==> src/rate_bitcount_map.svh <==
/*
 * Register offsets, field positions, reset values and divider figures for
 * the two-wire mode, rate and bit counter block.
 * Assumes it is included by bare name; it holds definitions only.
 */
//
// Contract
// - mode register reachable only while interface enabled
// - bit 7 picks MSB or LSB first
// - wait bit works only in master addressed
// - no wait: data and ack back to back
// - wait: flag set, clock held low
// - flag cleared to 0 ends the wait
// - divider select matters only as master
// - narrow range divides by 28 to 128
// - extended range divides by 56 to 256
// - addressed format: 000 is nine bits
// - synchronous format: 000 is eight bits
// - counter cleared at start and frame end
// - disabled interface stops and initialises everything; here the mode, status and mask registers keep their values
`ifndef RATE_BITCOUNT_MAP_SVH
`define RATE_BITCOUNT_MAP_SVH

// ****************************************************************
// register byte offsets
// ****************************************************************
`define OFS_MODE     8'h00
`define OFS_CTRL     8'h04
`define OFS_STATUS   8'h08
`define OFS_MASK     8'h0c
`define OFS_STATE    8'h10
`define OFS_DATA     8'h14

// ****************************************************************
// field positions and reset values
// ****************************************************************
`define MODE_ORDER   7
`define MODE_WAIT    6
`define MODE_DIV_HI  5
`define MODE_DIV_LO  3
`define MODE_BC_HI   2
`define MODE_BC_LO   0
`define CTRL_IE      7
`define CTRL_MST     5
`define CTRL_SYNC    3
`define CTRL_EXT     2
`define CTRL_FLAG    0
`define ST_DONE      0
`define ST_WAITING   1
`define RST_REG8     8'h00
`define BC_ZERO      3'h0
`define LEN_ADDR_MAX 4'h9
`define LEN_SYNC_MAX 4'h8
`define RESP_OKAY    2'h0
`define RESP_SLVERR  2'h2

// ****************************************************************
// serial clock divisors of the system clock
// ****************************************************************
`define DIV_N0 9'h01c
`define DIV_N1 9'h028
`define DIV_N2 9'h030
`define DIV_N3 9'h040
`define DIV_N4 9'h050
`define DIV_N5 9'h064
`define DIV_N6 9'h070
`define DIV_N7 9'h080
`define DIV_X0 9'h038
`define DIV_X1 9'h050
`define DIV_X2 9'h060
`define DIV_X3 9'h080
`define DIV_X4 9'h0a0
`define DIV_X5 9'h0c8
`define DIV_X6 9'h0e0
`define DIV_X7 9'h100

`endif

==> src/rate_bitcount_pkg.sv <==
/*
 * Types shared by the two-wire mode, rate and bit counter block.
 * Assumes nothing beyond a SystemVerilog compiler.
 */
package rate_bitcount_pkg;

	// serial engine phases
	typedef enum logic [1:0] {
		LINK_IDLE = 2'b00,
		LINK_LOW  = 2'b01,
		LINK_HIGH = 2'b10,
		LINK_WAIT = 2'b11
	} link_state_e;

	typedef logic [7:0] reg8_t;

endpackage

==> src/serial_rate_gen.sv <==
/*
 * Serial clock rate generator: one-cycle tick every half period of the
 * selected divisor of aclk.
 * Assumes run is low whenever the serial clock is not being generated.
 */
`timescale 1ns/1ns
`include "rate_bitcount_map.svh"

module serial_rate_gen (
	input  wire logic       aclk,
	input  wire logic       aresetn,
	input  wire logic       run,
	input  wire logic       ext,
	input  wire logic [2:0] sel,
	output logic            tick_q
);

	logic [8:0] cnt_q;
	logic [8:0] half;

	// ****************************************************************
	// divisor table
	// ****************************************************************
	function automatic logic [8:0] divisor(input logic e, input logic [2:0] s);
		logic [8:0] d;
		d = `DIV_N0;
		case ({e, s})
			4'h0: d = `DIV_N0;
			4'h1: d = `DIV_N1;
			4'h2: d = `DIV_N2;
			4'h3: d = `DIV_N3;
			4'h4: d = `DIV_N4;
			4'h5: d = `DIV_N5;
			4'h6: d = `DIV_N6;
			4'h7: d = `DIV_N7;
			4'h8: d = `DIV_X0;
			4'h9: d = `DIV_X1;
			4'ha: d = `DIV_X2;
			4'hb: d = `DIV_X3;
			4'hc: d = `DIV_X4;
			4'hd: d = `DIV_X5;
			4'he: d = `DIV_X6;
			default: d = `DIV_X7;
		endcase
		return d;
	endfunction

	assign half = (divisor(ext, sel) >> 1) - 9'h001;

	// half-period counter; all divisors are even so halves are exact
	always_ff @(posedge aclk) begin
		if (!aresetn || !run) begin
			cnt_q  <= 9'h000;
			tick_q <= 1'b0;
		end else if (cnt_q >= half) begin
			cnt_q  <= 9'h000;
			tick_q <= 1'b1;
		end else begin
			cnt_q  <= cnt_q + 9'h001;
			tick_q <= 1'b0;
		end
	end

endmodule

==> src/i2c_mode_rate_bitcount.sv <==
/*
 * Mode, rate and bit counter control of a two-wire serial interface,
 * with an AXI4-Lite register slave, a small frame engine and interrupt.
 * Assumes open-drain pads outside; pin inputs are asynchronous.
 */
`timescale 1ns/1ns
`include "rate_bitcount_map.svh"

module i2c_mode_rate_bitcount (
	input  wire logic       aclk,
	input  wire logic       aresetn,
	input  wire logic [7:0] awaddr,
	input  wire logic       awvalid,
	output logic            awready,
	input  wire logic [31:0] wdata,
	input  wire logic [3:0] wstrb,
	input  wire logic       wvalid,
	output logic            wready,
	output logic [1:0]      bresp,
	output logic            bvalid,
	input  wire logic       bready,
	input  wire logic [7:0] araddr,
	input  wire logic       arvalid,
	output logic            arready,
	output logic [31:0]     rdata,
	output logic [1:0]      rresp,
	output logic            rvalid,
	input  wire logic       rready,
	input  wire logic       scl_i,
	output logic            scl_o,
	output logic            scl_oe_n,
	input  wire logic       sda_i,
	output logic            sda_o,
	output logic            sda_oe_n,
	output logic            irq
);

	rate_bitcount_pkg::link_state_e state_q;
	rate_bitcount_pkg::reg8_t       mode_q;
	rate_bitcount_pkg::reg8_t       ctrl_q;
	rate_bitcount_pkg::reg8_t       wdat_q;
	rate_bitcount_pkg::reg8_t       tx_q;
	rate_bitcount_pkg::reg8_t       rx_q;
	logic [1:0]  status_q;
	logic [1:0]  mask_q;
	logic [3:0]  bits_q;
	logic        aw_have_q;
	logic        w_have_q;
	logic        wstrb0_q;
	logic [7:0]  wr_addr_q;
	logic        flag_q;
	logic        scl_s1_q, scl_s2_q, scl_s3_q;
	logic        sda_s1_q, sda_s2_q, sda_s3_q;
	logic        wr_go, wr_low;
	logic        ie, mst, sync_fmt, lsb_first, wait_active;
	logic [3:0]  len, last_data, bits_next;
	logic        tick, run, scl_rise, start_det;
	logic        frame_done, enter_wait, start_go;
	logic [7:0]  rd_data;

	// ****************************************************************
	// helpers
	// ****************************************************************
	// frame lengths, synchronous and addressed
	function automatic logic [3:0] frame_len(input logic s, input logic [2:0] c);
		logic [3:0] n;
		n = {1'b0, c};
		if (s)
			n = (c == `BC_ZERO) ? `LEN_SYNC_MAX : {1'b0, c};
		else
			n = (c == `BC_ZERO) ? `LEN_ADDR_MAX : ({1'b0, c} + 4'h1);
		return n;
	endfunction

	function automatic logic out_bit(input logic [7:0] t, input logic lsb);
		return lsb ? t[0] : t[7];
	endfunction

	function automatic logic mapped(input logic [7:0] a);
		return a == `OFS_MODE || a == `OFS_CTRL || a == `OFS_STATUS ||
			a == `OFS_MASK || a == `OFS_STATE || a == `OFS_DATA;
	endfunction

	// ****************************************************************
	// decode of control fields
	// ****************************************************************
	assign ie        = ctrl_q[`CTRL_IE];
	assign mst       = ctrl_q[`CTRL_MST];
	assign sync_fmt  = ctrl_q[`CTRL_SYNC];
	assign lsb_first = mode_q[`MODE_ORDER];
	// wait only as master in addressed format
	assign wait_active = mode_q[`MODE_WAIT] && mst && !sync_fmt;
	assign len       = frame_len(sync_fmt, mode_q[`MODE_BC_HI:`MODE_BC_LO]);
	// the acknowledge is the last bit of an addressed frame
	assign last_data = sync_fmt ? len : len - 4'h1;
	assign bits_next = bits_q + 4'h1;
	assign wr_go     = aw_have_q && w_have_q && !bvalid;
	assign wr_low    = wr_go && wstrb0_q;

	// ****************************************************************
	// pin synchronisers
	// ****************************************************************
	// first stage is read only by the second
	always_ff @(posedge aclk) begin
		if (!aresetn) begin
			{scl_s1_q, scl_s2_q, scl_s3_q} <= 3'h7;
			{sda_s1_q, sda_s2_q, sda_s3_q} <= 3'h7;
		end else begin
			{scl_s1_q, scl_s2_q, scl_s3_q} <= {scl_i, scl_s1_q, scl_s2_q};
			{sda_s1_q, sda_s2_q, sda_s3_q} <= {sda_i, sda_s1_q, sda_s2_q};
		end
	end

	assign scl_rise  = scl_s2_q && !scl_s3_q;
	assign start_det = scl_s2_q && scl_s3_q && sda_s3_q && !sda_s2_q;

	// ****************************************************************
	// rate generator
	// ****************************************************************
	// divider runs only as master
	assign run = ie && mst && (state_q == rate_bitcount_pkg::LINK_LOW ||
		state_q == rate_bitcount_pkg::LINK_HIGH);

	serial_rate_gen u_rate (
		.aclk    (aclk),
		.aresetn (aresetn),
		.run     (run),
		.ext     (ctrl_q[`CTRL_EXT]),
		.sel     (mode_q[`MODE_DIV_HI:`MODE_DIV_LO]),
		.tick_q  (tick)
	);

	// ****************************************************************
	// frame engine
	// ****************************************************************
	// frame ends after programmed bit count
	assign frame_done = mst ? (state_q == rate_bitcount_pkg::LINK_HIGH && tick &&
		bits_next == len) : (ie && scl_rise && !start_det && bits_next == len);
	assign enter_wait = state_q == rate_bitcount_pkg::LINK_HIGH && tick &&
		wait_active && bits_next == last_data;
	assign start_go = wr_low && wr_addr_q == `OFS_DATA && ie && mst &&
		state_q == rate_bitcount_pkg::LINK_IDLE;

	// disabled interface forces idle and releases pins
	always_ff @(posedge aclk) begin
		if (!aresetn || !ie) begin
			state_q  <= rate_bitcount_pkg::LINK_IDLE;
			bits_q   <= 4'h0;
			tx_q     <= `RST_REG8;
			rx_q     <= `RST_REG8;
			scl_oe_n <= 1'b1;
			sda_oe_n <= 1'b1;
		end else begin
			case (state_q)
				rate_bitcount_pkg::LINK_IDLE: begin
					if (start_go) begin
						state_q  <= rate_bitcount_pkg::LINK_LOW;
						bits_q   <= 4'h0;
						tx_q     <= wdat_q;
						scl_oe_n <= 1'b0;
						sda_oe_n <= out_bit(wdat_q, lsb_first);
					end else if (!mst) begin
						if (start_det) begin
							bits_q <= 4'h0;
						end else if (scl_rise) begin
							bits_q <= frame_done ? 4'h0 : bits_next;
							rx_q   <= lsb_first ? {sda_s2_q, rx_q[7:1]} :
								{rx_q[6:0], sda_s2_q};
						end
					end
				end
				rate_bitcount_pkg::LINK_LOW: begin
					if (tick) begin
						state_q  <= rate_bitcount_pkg::LINK_HIGH;
						scl_oe_n <= 1'b1;
					end
				end
				rate_bitcount_pkg::LINK_HIGH: begin
					if (tick) begin
						rx_q <= lsb_first ? {sda_s2_q, rx_q[7:1]} :
							{rx_q[6:0], sda_s2_q};
						tx_q <= lsb_first ? {1'b0, tx_q[7:1]} : {tx_q[6:0], 1'b0};
						if (frame_done) begin
							state_q  <= rate_bitcount_pkg::LINK_IDLE;
							bits_q   <= 4'h0;
							sda_oe_n <= 1'b1;
						end else begin
							bits_q   <= bits_next;
							scl_oe_n <= 1'b0;
							state_q  <= enter_wait ? rate_bitcount_pkg::LINK_WAIT :
								rate_bitcount_pkg::LINK_LOW;
							// release data for the far end's acknowledge
							if (!sync_fmt && bits_next == last_data)
								sda_oe_n <= 1'b1;
							else
								sda_oe_n <= out_bit(lsb_first ? {1'b0, tx_q[7:1]} :
									{tx_q[6:0], 1'b0}, lsb_first);
						end
					end
				end
				rate_bitcount_pkg::LINK_WAIT: begin
					// clock stays low until the flag is cleared
					if (!flag_q)
						state_q <= rate_bitcount_pkg::LINK_LOW;
				end
				default: state_q <= rate_bitcount_pkg::LINK_IDLE;
			endcase
		end
	end

	// pads only ever pull low
	always_ff @(posedge aclk) begin
		scl_o <= 1'b0;
		sda_o <= 1'b0;
	end

	// ****************************************************************
	// control register and transfer event flag
	// ****************************************************************
	always_ff @(posedge aclk) begin
		if (!aresetn) begin
			ctrl_q <= `RST_REG8;
		end else if (wr_low && wr_addr_q == `OFS_CTRL) begin
			ctrl_q <= wdat_q;
		end
	end

	// software writes 0 to clear; a new event wins
	always_ff @(posedge aclk) begin
		if (!aresetn || !ie)
			flag_q <= 1'b0;
		else if (enter_wait || frame_done)
			flag_q <= 1'b1;
		else if (wr_low && wr_addr_q == `OFS_CTRL && !wdat_q[`CTRL_FLAG])
			flag_q <= 1'b0;
	end

	// ****************************************************************
	// mode register
	// ****************************************************************
	// all fields writable, reset to zero
	always_ff @(posedge aclk) begin
		if (!aresetn) begin
			mode_q <= `RST_REG8;
		end else begin
			if (wr_low && wr_addr_q == `OFS_MODE && ie)
				mode_q <= wdat_q;
			// counter field back to zero; a disabled block leaves it alone
			if (ie && (start_det || frame_done))
				mode_q[`MODE_BC_HI:`MODE_BC_LO] <= `BC_ZERO;
		end
	end

	// ****************************************************************
	// interrupt status, mask and output
	// ****************************************************************
	// sticky bits, write one to clear; a new event wins
	always_ff @(posedge aclk) begin
		if (!aresetn) begin
			status_q <= 2'h0;
			mask_q   <= 2'h0;
		end else begin
			if (wr_low && wr_addr_q == `OFS_MASK)
				mask_q <= wdat_q[1:0];
			status_q <= (status_q & ~((wr_low && wr_addr_q == `OFS_STATUS) ?
				wdat_q[1:0] : 2'h0)) | {enter_wait, frame_done};
		end
	end

	always_ff @(posedge aclk) begin
		if (!aresetn)
			irq <= 1'b0;
		else
			irq <= |(status_q & mask_q);
	end

	// ****************************************************************
	// AXI4-Lite write channels
	// ****************************************************************
	// address and data are taken in either order, one write at a time
	always_ff @(posedge aclk) begin
		if (!aresetn) begin
			awready   <= 1'b1;
			wready    <= 1'b1;
			aw_have_q <= 1'b0;
			w_have_q  <= 1'b0;
			wr_addr_q <= 8'h00;
			wdat_q    <= `RST_REG8;
			wstrb0_q  <= 1'b0;
			bvalid    <= 1'b0;
			bresp     <= `RESP_OKAY;
		end else begin
			if (awvalid && awready) begin
				aw_have_q <= 1'b1;
				awready   <= 1'b0;
				wr_addr_q <= awaddr;
			end
			if (wvalid && wready) begin
				w_have_q <= 1'b1;
				wready   <= 1'b0;
				wdat_q   <= wdata[7:0];
				wstrb0_q <= wstrb[0];
			end
			if (wr_go) begin
				aw_have_q <= 1'b0;
				w_have_q  <= 1'b0;
				bvalid    <= 1'b1;
				bresp     <= mapped(wr_addr_q) ? `RESP_OKAY : `RESP_SLVERR;
			end
			if (bvalid && bready) begin
				bvalid  <= 1'b0;
				awready <= 1'b1;
				wready  <= 1'b1;
			end
		end
	end

	// ****************************************************************
	// AXI4-Lite read channel
	// ****************************************************************
	always_comb begin
		case (araddr)
			`OFS_MODE:   rd_data = ie ? mode_q : `RST_REG8;
			`OFS_CTRL:   rd_data = {ctrl_q[7:1], flag_q};
			`OFS_STATUS: rd_data = {6'h00, status_q};
			`OFS_MASK:   rd_data = {6'h00, mask_q};
			`OFS_STATE:  rd_data = {state_q != rate_bitcount_pkg::LINK_IDLE,
				state_q == rate_bitcount_pkg::LINK_WAIT, 2'h0, bits_q};
			`OFS_DATA:   rd_data = rx_q;
			default:     rd_data = `RST_REG8;
		endcase
	end

	always_ff @(posedge aclk) begin
		if (!aresetn) begin
			arready <= 1'b1;
			rvalid  <= 1'b0;
			rdata   <= 32'h0000_0000;
			rresp   <= `RESP_OKAY;
		end else if (arvalid && arready) begin
			arready <= 1'b0;
			rvalid  <= 1'b1;
			rdata   <= {24'h00_0000, rd_data};
			rresp   <= mapped(araddr) ? `RESP_OKAY : `RESP_SLVERR;
		end else if (rvalid && rready) begin
			rvalid  <= 1'b0;
			arready <= 1'b1;
		end
	end

endmodule

==> config.mk <==
export PLATFORM = sky130hd
export DESIGN_NAME = i2c_mode_rate_bitcount
export DESIGN_NICKNAME = d
export VERILOG_FILES = /design/src/rate_bitcount_pkg.sv /design/src/serial_rate_gen.sv /design/src/i2c_mode_rate_bitcount.sv
export VERILOG_INCLUDE_DIRS = /design/src
export SDC_FILE = /design/constraint.sdc
export NUM_CORES = 1
export LEC_CHECK = 0
export BUFFER_PORTS_ARGS = -buffer_cell sky130_fd_sc_hd__clkbuf_2
export CELL_PAD_IN_SITES_DETAIL_PLACEMENT = 0
export CELL_PAD_IN_SITES_GLOBAL_PLACEMENT = 1
export CORE_ASPECT_RATIO = 0.5
export CORE_MARGIN = 2
export CORE_UTILIZATION = 44
export CTS_CLUSTER_DIAMETER = 50
export DETAILED_ROUTE_END_ITERATION = 8
export GPL_TIMING_DRIVEN = 1
export PLACE_DENSITY_LB_ADDON = 0.1
export SYNTH_ARGS = -nofsm -noshare
export SYNTH_HDL_FRONTEND = slang
export SYNTH_SLANG_ARGS = --single-unit
==> constraint.sdc <==
create_clock -name aclk -period 5 [get_ports aclk]
set_clock_uncertainty 0.15 [all_clocks]
set_input_delay 1.5 -clock aclk [delete_from_list [all_inputs] [get_ports aclk]]
set_output_delay 1.5 -clock aclk [all_outputs]
set_load 0.02 [all_outputs]
== After elaboration in Yosys (flattened, before gate mapping) ==
Memory sizes are Yosys's and may differ from the RTL's.
Index checks and enable logic that the tools add are counted.

* Bits in writable memories: 0
* Memories: 1
* Register bits: 98
* Word-level logic and storage cells: 204
* Bits in read-only memories: 112
* Latch bits: 0
* Input bits: 61

{| class="wikitable"
|+ Memory list
! memory !! words !! bits a word !! read ports !! clocked after Yosys merged registers in !! write ports !! line !! RTL
|-
| (name not given) || 16 || 7 || 1 || 0 || 0 || serial_rate_gen.sv:27 || <nowiki>case ({e, s})</nowiki>
|}

* Reduce and logical (&&, ||, !) cells: 78
* $mul: 0
* Divide/modulo/power cells: 0
* Add/sub/neg operators: 5
* Multiplexer cells: 54
* Shift operators: 0
* Bitwise logic cells: 5
* Eq/ne operators: 26
* Magnitude comparators: 1

{| class="wikitable"
|+ Operators with widths
! operator !! count
|-
| $mux 8 || 10
|-
| $pmux 8 s6 || 1
|-
| $mux 4 || 10
|-
| $logic_and 1x1->1 || 35
|-
| $eq 8x4->1 const B || 4
|-
| $eq 8x5->1 const B || 4
|-
| $pmux 8 s2 || 2
|-
| $mux 1 || 18
|-
| $mux 2 || 9
|-
| $eq 8x3->1 const B || 2
|-
| $logic_not 8->1 || 2
|-
| $logic_or 1x1->1 || 15
|-
| $ne 2x2->1 const B || 7
|-
| $reduce_or 2->1 || 5
|-
| $add 9x1->9 const B || 1
|-
| $ge 9x9->1 || 1
|-
| $logic_not 1->1 || 9
|-
| $sub 8x1->9 const B || 1
|-
| $eq 4x4->1 || 2
|-
| $pmux 2 s4 || 1
|-
| $pmux 4 s2 || 1
|-
| $reduce_and 4->1 || 2
|-
| $reduce_bool 2->1 || 4
|-
| $reduce_and 6->1 || 1
|-
| 19 further kinds || 22
|}

== Longest topological paths before layout ==
Gate-level depths: netlist of the first run.

* Depth in word-level cells: 13
* Depth in mapped cells: 14

== Hierarchy ==
From an unflattened synthesis of the first run, not the netlist that was laid out.

* Cells, all modules: 621
* Area, all modules: 5290.1 um2

{| class="wikitable"
|+ By module, submodules not included
! module !! area each (um2) !! instances !! cells each
|-
| i2c_mode_rate_bitcount || 4449.3 || 1 || 523
|-
| serial_rate_gen || 840.8 || 1 || 98
|}

== Least setup slack after synthesis of the first run ==
OpenSTA, ideal clock, no wires.

* Path kind: input to register
* Start point: input araddr[5]
* End point: register rdata[4]
* Arrival: 2735 ps
* Required time: 4780 ps
* Cell stages on the path: 6
* Slack: 2045 ps
* Cells stage by stage: nor3_1 nand2_1 nor3_1 a22oi_1 a21o_1 a21boi_1

* Cells in the longest elaborated chain, start to end: 2
* Elaborated cells on any way between the ends: 7

{| class="wikitable"
|+ RTL lines
! element !! line !! RTL
|-
| from (decl) || i2c_mode_rate_bitcount.sv:22 || <nowiki>input wire logic [7:0] araddr,</nowiki>
|-
| $eq 8x5->1, or another cell as far along || i2c_mode_rate_bitcount.sv:322 || <nowiki>case (araddr)</nowiki>
|-
| $pmux 8 s6 * || i2c_mode_rate_bitcount.sv:322 ||
|-
| to (signal assigned) || i2c_mode_rate_bitcount.sv:343 || <nowiki>rdata <= {24'h00_0000, rd_data};</nowiki>
|-
| to (decl) || i2c_mode_rate_bitcount.sv:25 || <nowiki>output logic [31:0] rdata,</nowiki>
|}

Mark *: on every way between the ends. The rest lies on a longest branch, timed or not.
A chain may end at the register's enable or synchronous reset.

== Worst setup path after layout of the first run ==
* Start point: register mode_q[3]
* End point: register u_rate.cnt_q[4]

* Cells in the longest elaborated chain, start to end: 4

{| class="wikitable"
|+ RTL lines
! element !! line !! RTL
|-
| from (decl) || i2c_mode_rate_bitcount.sv:39 || <nowiki>rate_bitcount_pkg::reg8_t mode_q;</nowiki>
|-
| from (signal assigned) || i2c_mode_rate_bitcount.sv:244 || <nowiki>mode_q <= `RST_REG8;</nowiki>
|-
| from (signal assigned) || i2c_mode_rate_bitcount.sv:247 || <nowiki>mode_q <= wdat_q;</nowiki>
|-
| from (signal, indexed assignment) || i2c_mode_rate_bitcount.sv:250 || <nowiki>mode_q[`MODE_BC_HI:`MODE_BC_LO] <= `BC_ZERO;</nowiki>
|-
| $mem_v2 16x7 || - ||
|-
| $sub 8x1->9 || serial_rate_gen.sv:48 || <nowiki>assign half = (divisor(ext, sel) >> 1) - 9'h001;</nowiki>
|-
| $ge 9x9->1 || serial_rate_gen.sv:55 || <nowiki>end else if (cnt_q >= half) begin</nowiki>
|-
| $reduce_or 2->1 (no source line) || - ||
|-
| to (signal assigned) || serial_rate_gen.sv:59 || <nowiki>cnt_q <= cnt_q + 9'h001;</nowiki>
|-
| to (decl) || serial_rate_gen.sv:18 || <nowiki>logic [8:0] cnt_q;</nowiki>
|}

Every way passes these cells.

==> results of run 1 <==
-- through the flow --
step                hold WS [ps]  power, W
floorplan                    236  0.000884
global placement             252  0.000902
detailed placement           269  0.000903
CTS                          287   0.00158
global route                 288   0.00163
finish                       281   0.00156
-- layout make-up --
class | count | share of cell area (%)
clock buffer | 10 | 4.05
clock inverter | 6 | 0.869
inverter | 18 | 1.14
multi-input combinational | 482 | 53.5
sequential | 95 | 32.2
tap | 165 | 3.50
timing repair buffer | 54 | 4.70
-- cell usage after synthesis (all sizes together), types with 9 or more instances --
master | instances | area [µm²]
a211oi | 9 | 67.6
a21boi | 29 | 218
a21oi | 25 | 125
a22oi | 13 | 97.6
buf | 35 | 243
clkbuf | 23 | 86.3
dfxtp | 95 | 1900
ha | 22 | 275
inv | 18 | 67.6
mux2i | 37 | 370
nand2 | 69 | 259
nand2b | 12 | 75.1
nand3 | 21 | 105
nor2 | 50 | 195
nor2b | 19 | 119
nor3 | 11 | 55.1
o21ai | 27 | 135
xnor2 | 10 | 87.6
-- final timing paths --
kind                endpoint  cells after the start
min                 sda_s2_q                      1
max reg2reg  u_rate.cnt_q[4]                     12
max          u_rate.cnt_q[4]                     12
min reg2reg         sda_s2_q                      1
-- state kept, by name, summed over array words and instances (netlist names), 2 cells and up --
signal	count
bits_q	4
ctrl_q	7
state_q	2
tx_q	8
u_rate.cnt_q	9
status_q	2
wdat_q	8
wr_addr_q	8
mask_q	2
mode_q	8
rx_q	8
rdata	8
-- layer usage --
layer	track usage, %	vias up
met5	0	-
met4	4.05	0
met3	5.15	9
met2	29.7	101
met1	27.8	1974
li1	-	2226
-- worst register-to-register path: cells and delay by family (launching register included) --
family	cells	cell delay (ps)
AO/OA/AOI/OAI	5	1320
XOR/XNOR	1	140
adder cells (fa/ha/maj)	2	440
buffers and inverters	1	120
flip-flops	1	550
AND/OR/NAND/NOR	3	550
-- power groups by stage --
stage                     Combinational [W]  Sequential, W  Clock, W
after floorplan                   0.0000811       0.000803         0
after global placement            0.0000953       0.000806         0
after detailed placement          0.0000960       0.000807         0
after CTS                         0.0000964       0.000789  0.000697
after global routing               0.000107       0.000791  0.000728
final                             0.0000954       0.000789  0.000677
-- logic make-up after synthesis --
family | count (synthesis) | synth area share [%]
DFF | 95 | 35.5
buffers and inverters | 76 | 7.41
and+or+nand+nor | 223 | 20.6
xor gates and xnor gates | 21 | 4.25
AOI/OAI and AO/OA | 144 | 18.6
muxes | 44 | 8.39
adders and majority gates | 22 | 5.14
other | 1 | 0.0701
==> run metrics, run 1 <==
run status=completed; Net Sw Frac=25.5%; delay-heaviest family, CP=compound AO/OA/AOI/OAI gates; Core Util, Final=49.9%; Chip Height=82.0 µm; post-synth cell types=66; CP startpoint kind=flip-flop; most common cell after layout, fill and taps aside=dfxtp_1; Max VDD drop=0.150 mV; CP bufs+invs=1; Critical Path AT=3460 ps; Core ar.=11800 µm²; pin count of the biggest net entering global routing=between 50 and 60; Final Non-Filler Cells=830; Critical Path Slowest Stage Cell=dfxtp_1; post-synthesis instance total=626; first-pass GRT wire length=approximately 20000 µm; worst-skew pair later-pin latency=350 ps; metal2 WL=5080 µm; Placer Congestion=0.815; Syn Area/Cell=8.55 µm²; Post-synth EDFFs=0; PortBufs=51; number of H-tree levels=3; wire length on met3=862 µm; R2R Setup Slk=1610 ps; CP Max Fanout=9; TritonCTS clock tree=done; post-CTS sizing=0; R2R Path Start=mode_q[3]; CTS clk-pin slew, worst paths=70 ps; PwrDens=about 260 nW/µm²; RSZ-0062 raised after global routing=false; Lkg Pwr=2.22 nW; HP Class=flip-flop to flip-flop; total track usage=19.5%; critical path launch point=mode_q[3]; DRT iter0 DRCs=243; cell area after layout=5910 µm²; CP Class=flip-flop to flip-flop; flops & latches, synth=95; area of the multi-input gates=3160 µm²; placed inst area=around 5600 µm²; required time of the worst setup path=5060 ps; dpl ws=~1500 ps; vias after detailed routing=about 4300; CP Capture Type=flip-flop; combinational share of power=6.1%; Max Fclk=295 MHz; min-delay src=sda_s1_q; n_diodes=0; Tcrit/Tclk final=around 68%; slowest cell delay on critical path=between 500 and 600 ps; Final Hold Viols=0; Seq/Total Area, Yosys=35.5%; cells along the critical path=inv_1, ha_1, or3b_1, a211o_1, xnor2_1, nand2_1, o21ai_0, a221oi_1, ha_1, a21oi_1, o21ai_1, nor2_1; Clock Power Share=43.4%; total congestion overflow=0; Flop pwr share=50.5%; die area=13100 µm²; Filler cells=~1200; Top FF cell, synth=dfxtp_1; Warnings, synthesis=0; fin worst setup slack=1610 ps; Die W=roughly 160 µm; fin nets=743; wire per inst=approximately 15 µm; post-synthesis cell area=5350 µm²; Tmin final=around 3400 ps; sequential cell area=1900 µm²; max-cap viol count=0; Routed Antenna Nets=0; share of cells above drive strength 1=12.3%; Initial Utilization=a little under half; setup TNS=0 ps; maximum clock insertion buffer count=2; Max Transition Viols Final=0; Detailed Route WL=~12000 µm; Rel. slew slack=27.3%; Post-CTS Setup Inserts=0; Avg Vias per Cell=between 5 and 6; Async SR Flop Fraction=0%; clock buffer count from CTS=9; post-placement cell count=814; Slew @ Worst Pin=1090 ps; hold_buf cts=0; highest-count cells in the layout ignoring fill and taps=dfxtp_1, nand2_1, clkbuf_2, nor2_1, mux2i_1; initial antenna violation count=0; hpwl dp=9140 µm; area growth from synthesis to final layout=10.3%; clk root buf=clkbuf_16; Metal-1 WL=6390 µm; DRC=0; sw power=about 0.00040 W; drt pass-1 iters=5; CP dominant cell by count=ha_1; top layer reached by signal wires=met4; vias in the first global route=about 3800; FP Rows=28; Internal=0.00116 W; Final setup viols=0; I/O Pins=around 110; clk sinks=95
No activity file was read; power rests on OpenSTA's default activity.
==> run 2, diff against run 1 <==
--- a/config.mk
+++ b/config.mk
@@ -6,12 +6,13 @@
 export SDC_FILE = /design/constraint.sdc
 export NUM_CORES = 1
 export LEC_CHECK = 0
+export ABC_AREA = 1
 export BUFFER_PORTS_ARGS = -buffer_cell sky130_fd_sc_hd__clkbuf_2
 export CELL_PAD_IN_SITES_DETAIL_PLACEMENT = 0
 export CELL_PAD_IN_SITES_GLOBAL_PLACEMENT = 1
 export CORE_ASPECT_RATIO = 0.5
 export CORE_MARGIN = 2
-export CORE_UTILIZATION = 44
+export CORE_UTILIZATION = 36
 export CTS_CLUSTER_DIAMETER = 50
 export DETAILED_ROUTE_END_ITERATION = 8
 export GPL_TIMING_DRIVEN = 1
==> constraint.sdc (replaced) <==
create_clock -name aclk -period 2.7 [get_ports aclk]
set_clock_uncertainty 0.15 [all_clocks]
set_input_delay 0.81 -clock aclk [delete_from_list [all_inputs] [get_ports aclk]]
set_output_delay 0.81 -clock aclk [all_outputs]
set_load 0.02 [all_outputs]
==> run 2 against run 1 <==
  * The run now ends with negative setup slack left
  * Sequential power is 86% higher
  * Global-route usage down 0.95 points
  * Sequential share of layout area shrank 1.8 points
  * Core utilization is 6.3 points lower
  * Synthesized cell count rose by 18%
  * Critical path depth is 6 higher
  * Non-clock buffer count grew 31
  * Critical endpoint unchanged
  * Largest cell class unchanged
==> run metrics, run 2 <==
PortBufs=51 (unchanged); Worst R2R Path Depth=18 (was 12); post-synthesis cell area=5290 µm² (was 5350 µm²); wire per inst=14.0 µm (was 15.0 µm); Warnings, synthesis=0 (unchanged); R2R Path Start=mode_q[3] (unchanged); Initial Utilization=36.7% (was 45.2%); combinational share of power=7.5% (was 6.1%); hold_buf cts=0 (unchanged); Flop pwr share=49.9% (was 50.5%); setup TNS=-68.0 ps (was 0 ps); hpwl dp=10700 µm (was 9140 µm); Async SR Flop Fraction=0% (unchanged); Die W=175 µm (was 160 µm); clk sinks=95 (unchanged); die area=15700 µm² (was 13100 µm²); maximum clock insertion buffer count=2 (unchanged); CP startpoint kind=flip-flop (unchanged); most common cell after layout, fill and taps aside=nand2_1 (was dfxtp_1); Core Util, Final=43.5% (was 49.9%); Placer Congestion=0.833 (was 0.815); Max VDD drop=0.304 mV (was 0.150 mV); commonest cells in the synthesized netlist=nand2_1, dfxtp_1, inv_1 (was dfxtp_1, nand2_1, nor2_1); TritonCTS clock tree=done (unchanged); Top reg by flops=u_rate.cnt_q (unchanged); vias after detailed routing=4904 (was 4310); share of cells above drive strength 1=21.8% (was 12.3%); FP Rows=31 (was 28); Critical Path AT=2870 ps (was 3460 ps); run status=complete, but fails checks (was completed); RSZ-0062 raised after global routing=true (was false); Net Sw Frac=27.2% (was 25.5%); CP Max Fanout=5 (was 9); Internal=0.00215 W (was 0.00116 W); post-synth cell types=47 (was 66); Rel. slew slack=55.8% (was 27.3%); cell taking the most area after synthesis=dfxtp_1 (unchanged); initial antenna violation count=0 (unchanged); Core ar.=14400 µm² (was 11800 µm²); fin worst setup slack=-40.2 ps (was 1610 ps); WHS Endpoint=sda_s2_q (unchanged); post-synthesis instance total=740 (was 626); number of H-tree levels=3 (unchanged); Avg Vias per Cell=4.83 (was 5.19); R2R Setup Slk=-40 ps (was 1610 ps); max-cap viol count=0 (unchanged); DRT iter0 DRCs=266 (was 243); Clock Power Share=42.5% (was 43.4%); area growth from synthesis to final layout=18.8% (was 10.3%); clk root buf=clkbuf_16 (unchanged); min-delay src=sda_s1_q (unchanged); clock buffer count from CTS=9 (unchanged); DRC=0 (unchanged); pin count of the biggest net entering global routing=35 (was 55); drt pass-1 iters=5 (unchanged); Final setup viols=4 (was 0); PwrDens=469 nW/µm² (was 264 nW/µm²); Worst Hold Depth=1 (unchanged); fin nets=896 (was 743); vias in the first global route=4414 (was 3802); failing checks=negative setup slack; Synth area leaders=dfxtp_1, nand2_1, a21oi_1 (was dfxtp_1, mux2i_1, ha_1); highest-count cells in the layout ignoring fill and taps=nand2_1, dfxtp_1, inv_1, a21oi_1, o21ai_0 (was dfxtp_1, nand2_1, clkbuf_2, nor2_1, mux2i_1); CP Capture Type=flip-flop (unchanged); Lkg Pwr=2.66 nW (was 2.22 nW); Syn Area/Cell=7.15 µm² (was 8.55 µm²); top cell type's share of synthesized area=35.9% (was 35.5%); CTS clk-pin slew, worst paths=80 ps (was 70 ps); Routed Antenna Nets=0 (unchanged); sw power=0.000800 W (was 0.000398 W); n_diodes=0 (unchanged); Max Transition Viols Final=0 (unchanged); first-pass GRT wire length=23100 µm (was 19900 µm); max reg flops=9 (unchanged); Tmin final=2740 ps (was 3390 ps); HP Class=flip-flop to flip-flop (unchanged); Slew @ Worst Pin=663 ps (was 1090 ps); Seq/Total Area, Yosys=35.9% (was 35.5%); total congestion overflow=0 (unchanged); flops & latches, synth=95 (unchanged); CP Class=flip-flop to flip-flop (unchanged); worst r2r dst=u_rate.cnt_q[4] (unchanged); Top FF cell, synth=dfxtp_1 (unchanged); worst-skew pair later-pin latency=350 ps (about the same); top-count cell post-synth=nand2_1 (was dfxtp_1); Detailed Route WL=14200 µm (was 12400 µm); total track usage=18.5% (was 19.5%); Post-synth EDFFs=0 (unchanged); Tcrit/Tclk final=101% (was 67.8%); required time of the worst setup path=2830 ps (was 5060 ps); Chip Height=89.7 µm (was 82.0 µm); I/O Pins=107 (unchanged); Final Hold Viols=0 (unchanged); Max Fclk=365 MHz (was 295 MHz)
==> run 2: repair_timing <==
item                                    in CTS  in global routing
setup buffers                                3                  1
gates cloned                                 1                  0
pin swaps                                   11                 11
endpoints found under the setup margin      10                 11
resized for setup                           10                 20
==> run 2: power groups by stage <==
stage          clock network [W]  logic [W]  registers [W]
6_report                 0.00125   0.000221        0.00147
3_5_place_dp                   0   0.000222        0.00150
3_3_place_gp                   0   0.000219        0.00151
5_1_grt                  0.00136   0.000254        0.00148
4_1_cts                  0.00128   0.000222        0.00147
2_1_floorplan                  0   0.000178        0.00150
==> run 2: cells by family after synthesis <==
kind of cell	Yosys count	share of synthesized area [%]
DFF	95	35.9
xor gates and xnor gates	12	1.99
adders and majority gates	22	5.20
and+or+nand+nor	300	25.5
other	1	0.0709
buffers and inverters	132	12.3
AOI/OAI and AO/OA	177	18.6
muxes	1	0.426
==> run 2: area by class of cell <==
class	instances	area, µm²
clock inverter	6	61.3
clock buffer	9	225
timing repair buffer	85	536
inverter	81	322
fill	1560	8150
tap	198	248
multi-input combinational	541	2980
sequential	95	1910
==> run 2: stage by stage <==
stage | worst slack (ps) | hold WS, ps | power (W) | cells | area, µm²
floorplan | 6.81 | 243 | 0.00168 | 767 | 5420
detailed placement | -233 | 251 | 0.00173 | 995 | 5820
CTS | -42.9 | 272 | 0.00298 | 1014 | 6190
global route | -195 | 287 | 0.00309 | 1015 | 6280
global placement | -182 | 245 | 0.00172 | 995 | 5820
finish | -40.2 | 267 | 0.00294 | 1015 | 6280
==> run 2: worst max-delay path by stage <==
stage,from,to,slack (ps),cells after the start
after floorplan,mode_q[3],u_rate.cnt_q[4],7,19
after global placement,mode_q[3],u_rate.cnt_q[4],-180,18
after detailed placement,mode_q[3],u_rate.cnt_q[4],-230,18
after CTS,mode_q[3],u_rate.cnt_q[4],-40,18
after global routing,mode_q[3],u_rate.cnt_q[4],-200,18
final,mode_q[3],u_rate.cnt_q[4],-40,18
==> run 2: critical path, stage by stage (launching register included) <==
cell and delay, ps:
dfxtp_4 400, inv_4 50, ha_4 140, nand2_1 50, nand2_1 50, inv_2 70
nand2_1 50, o21ai_1 70, ha_2 200, and3_4 200, nand3_2 70, xor2_1 170
ha_1 310, nand2_4 110, nor2_4 40, nand2_2 80, o2111ai_4 140, nand2b_4 200
nor3b_2 140
==> run 2: per-layer routing <==
metal,global-route usage (%),share of wire (%),vias up
li1,-,-,2540
met1,28.6,53,2211
met2,26.4,41,144
met3,3.72,6.0,9
met4,3.58,0.68,0
met5,0,0,-
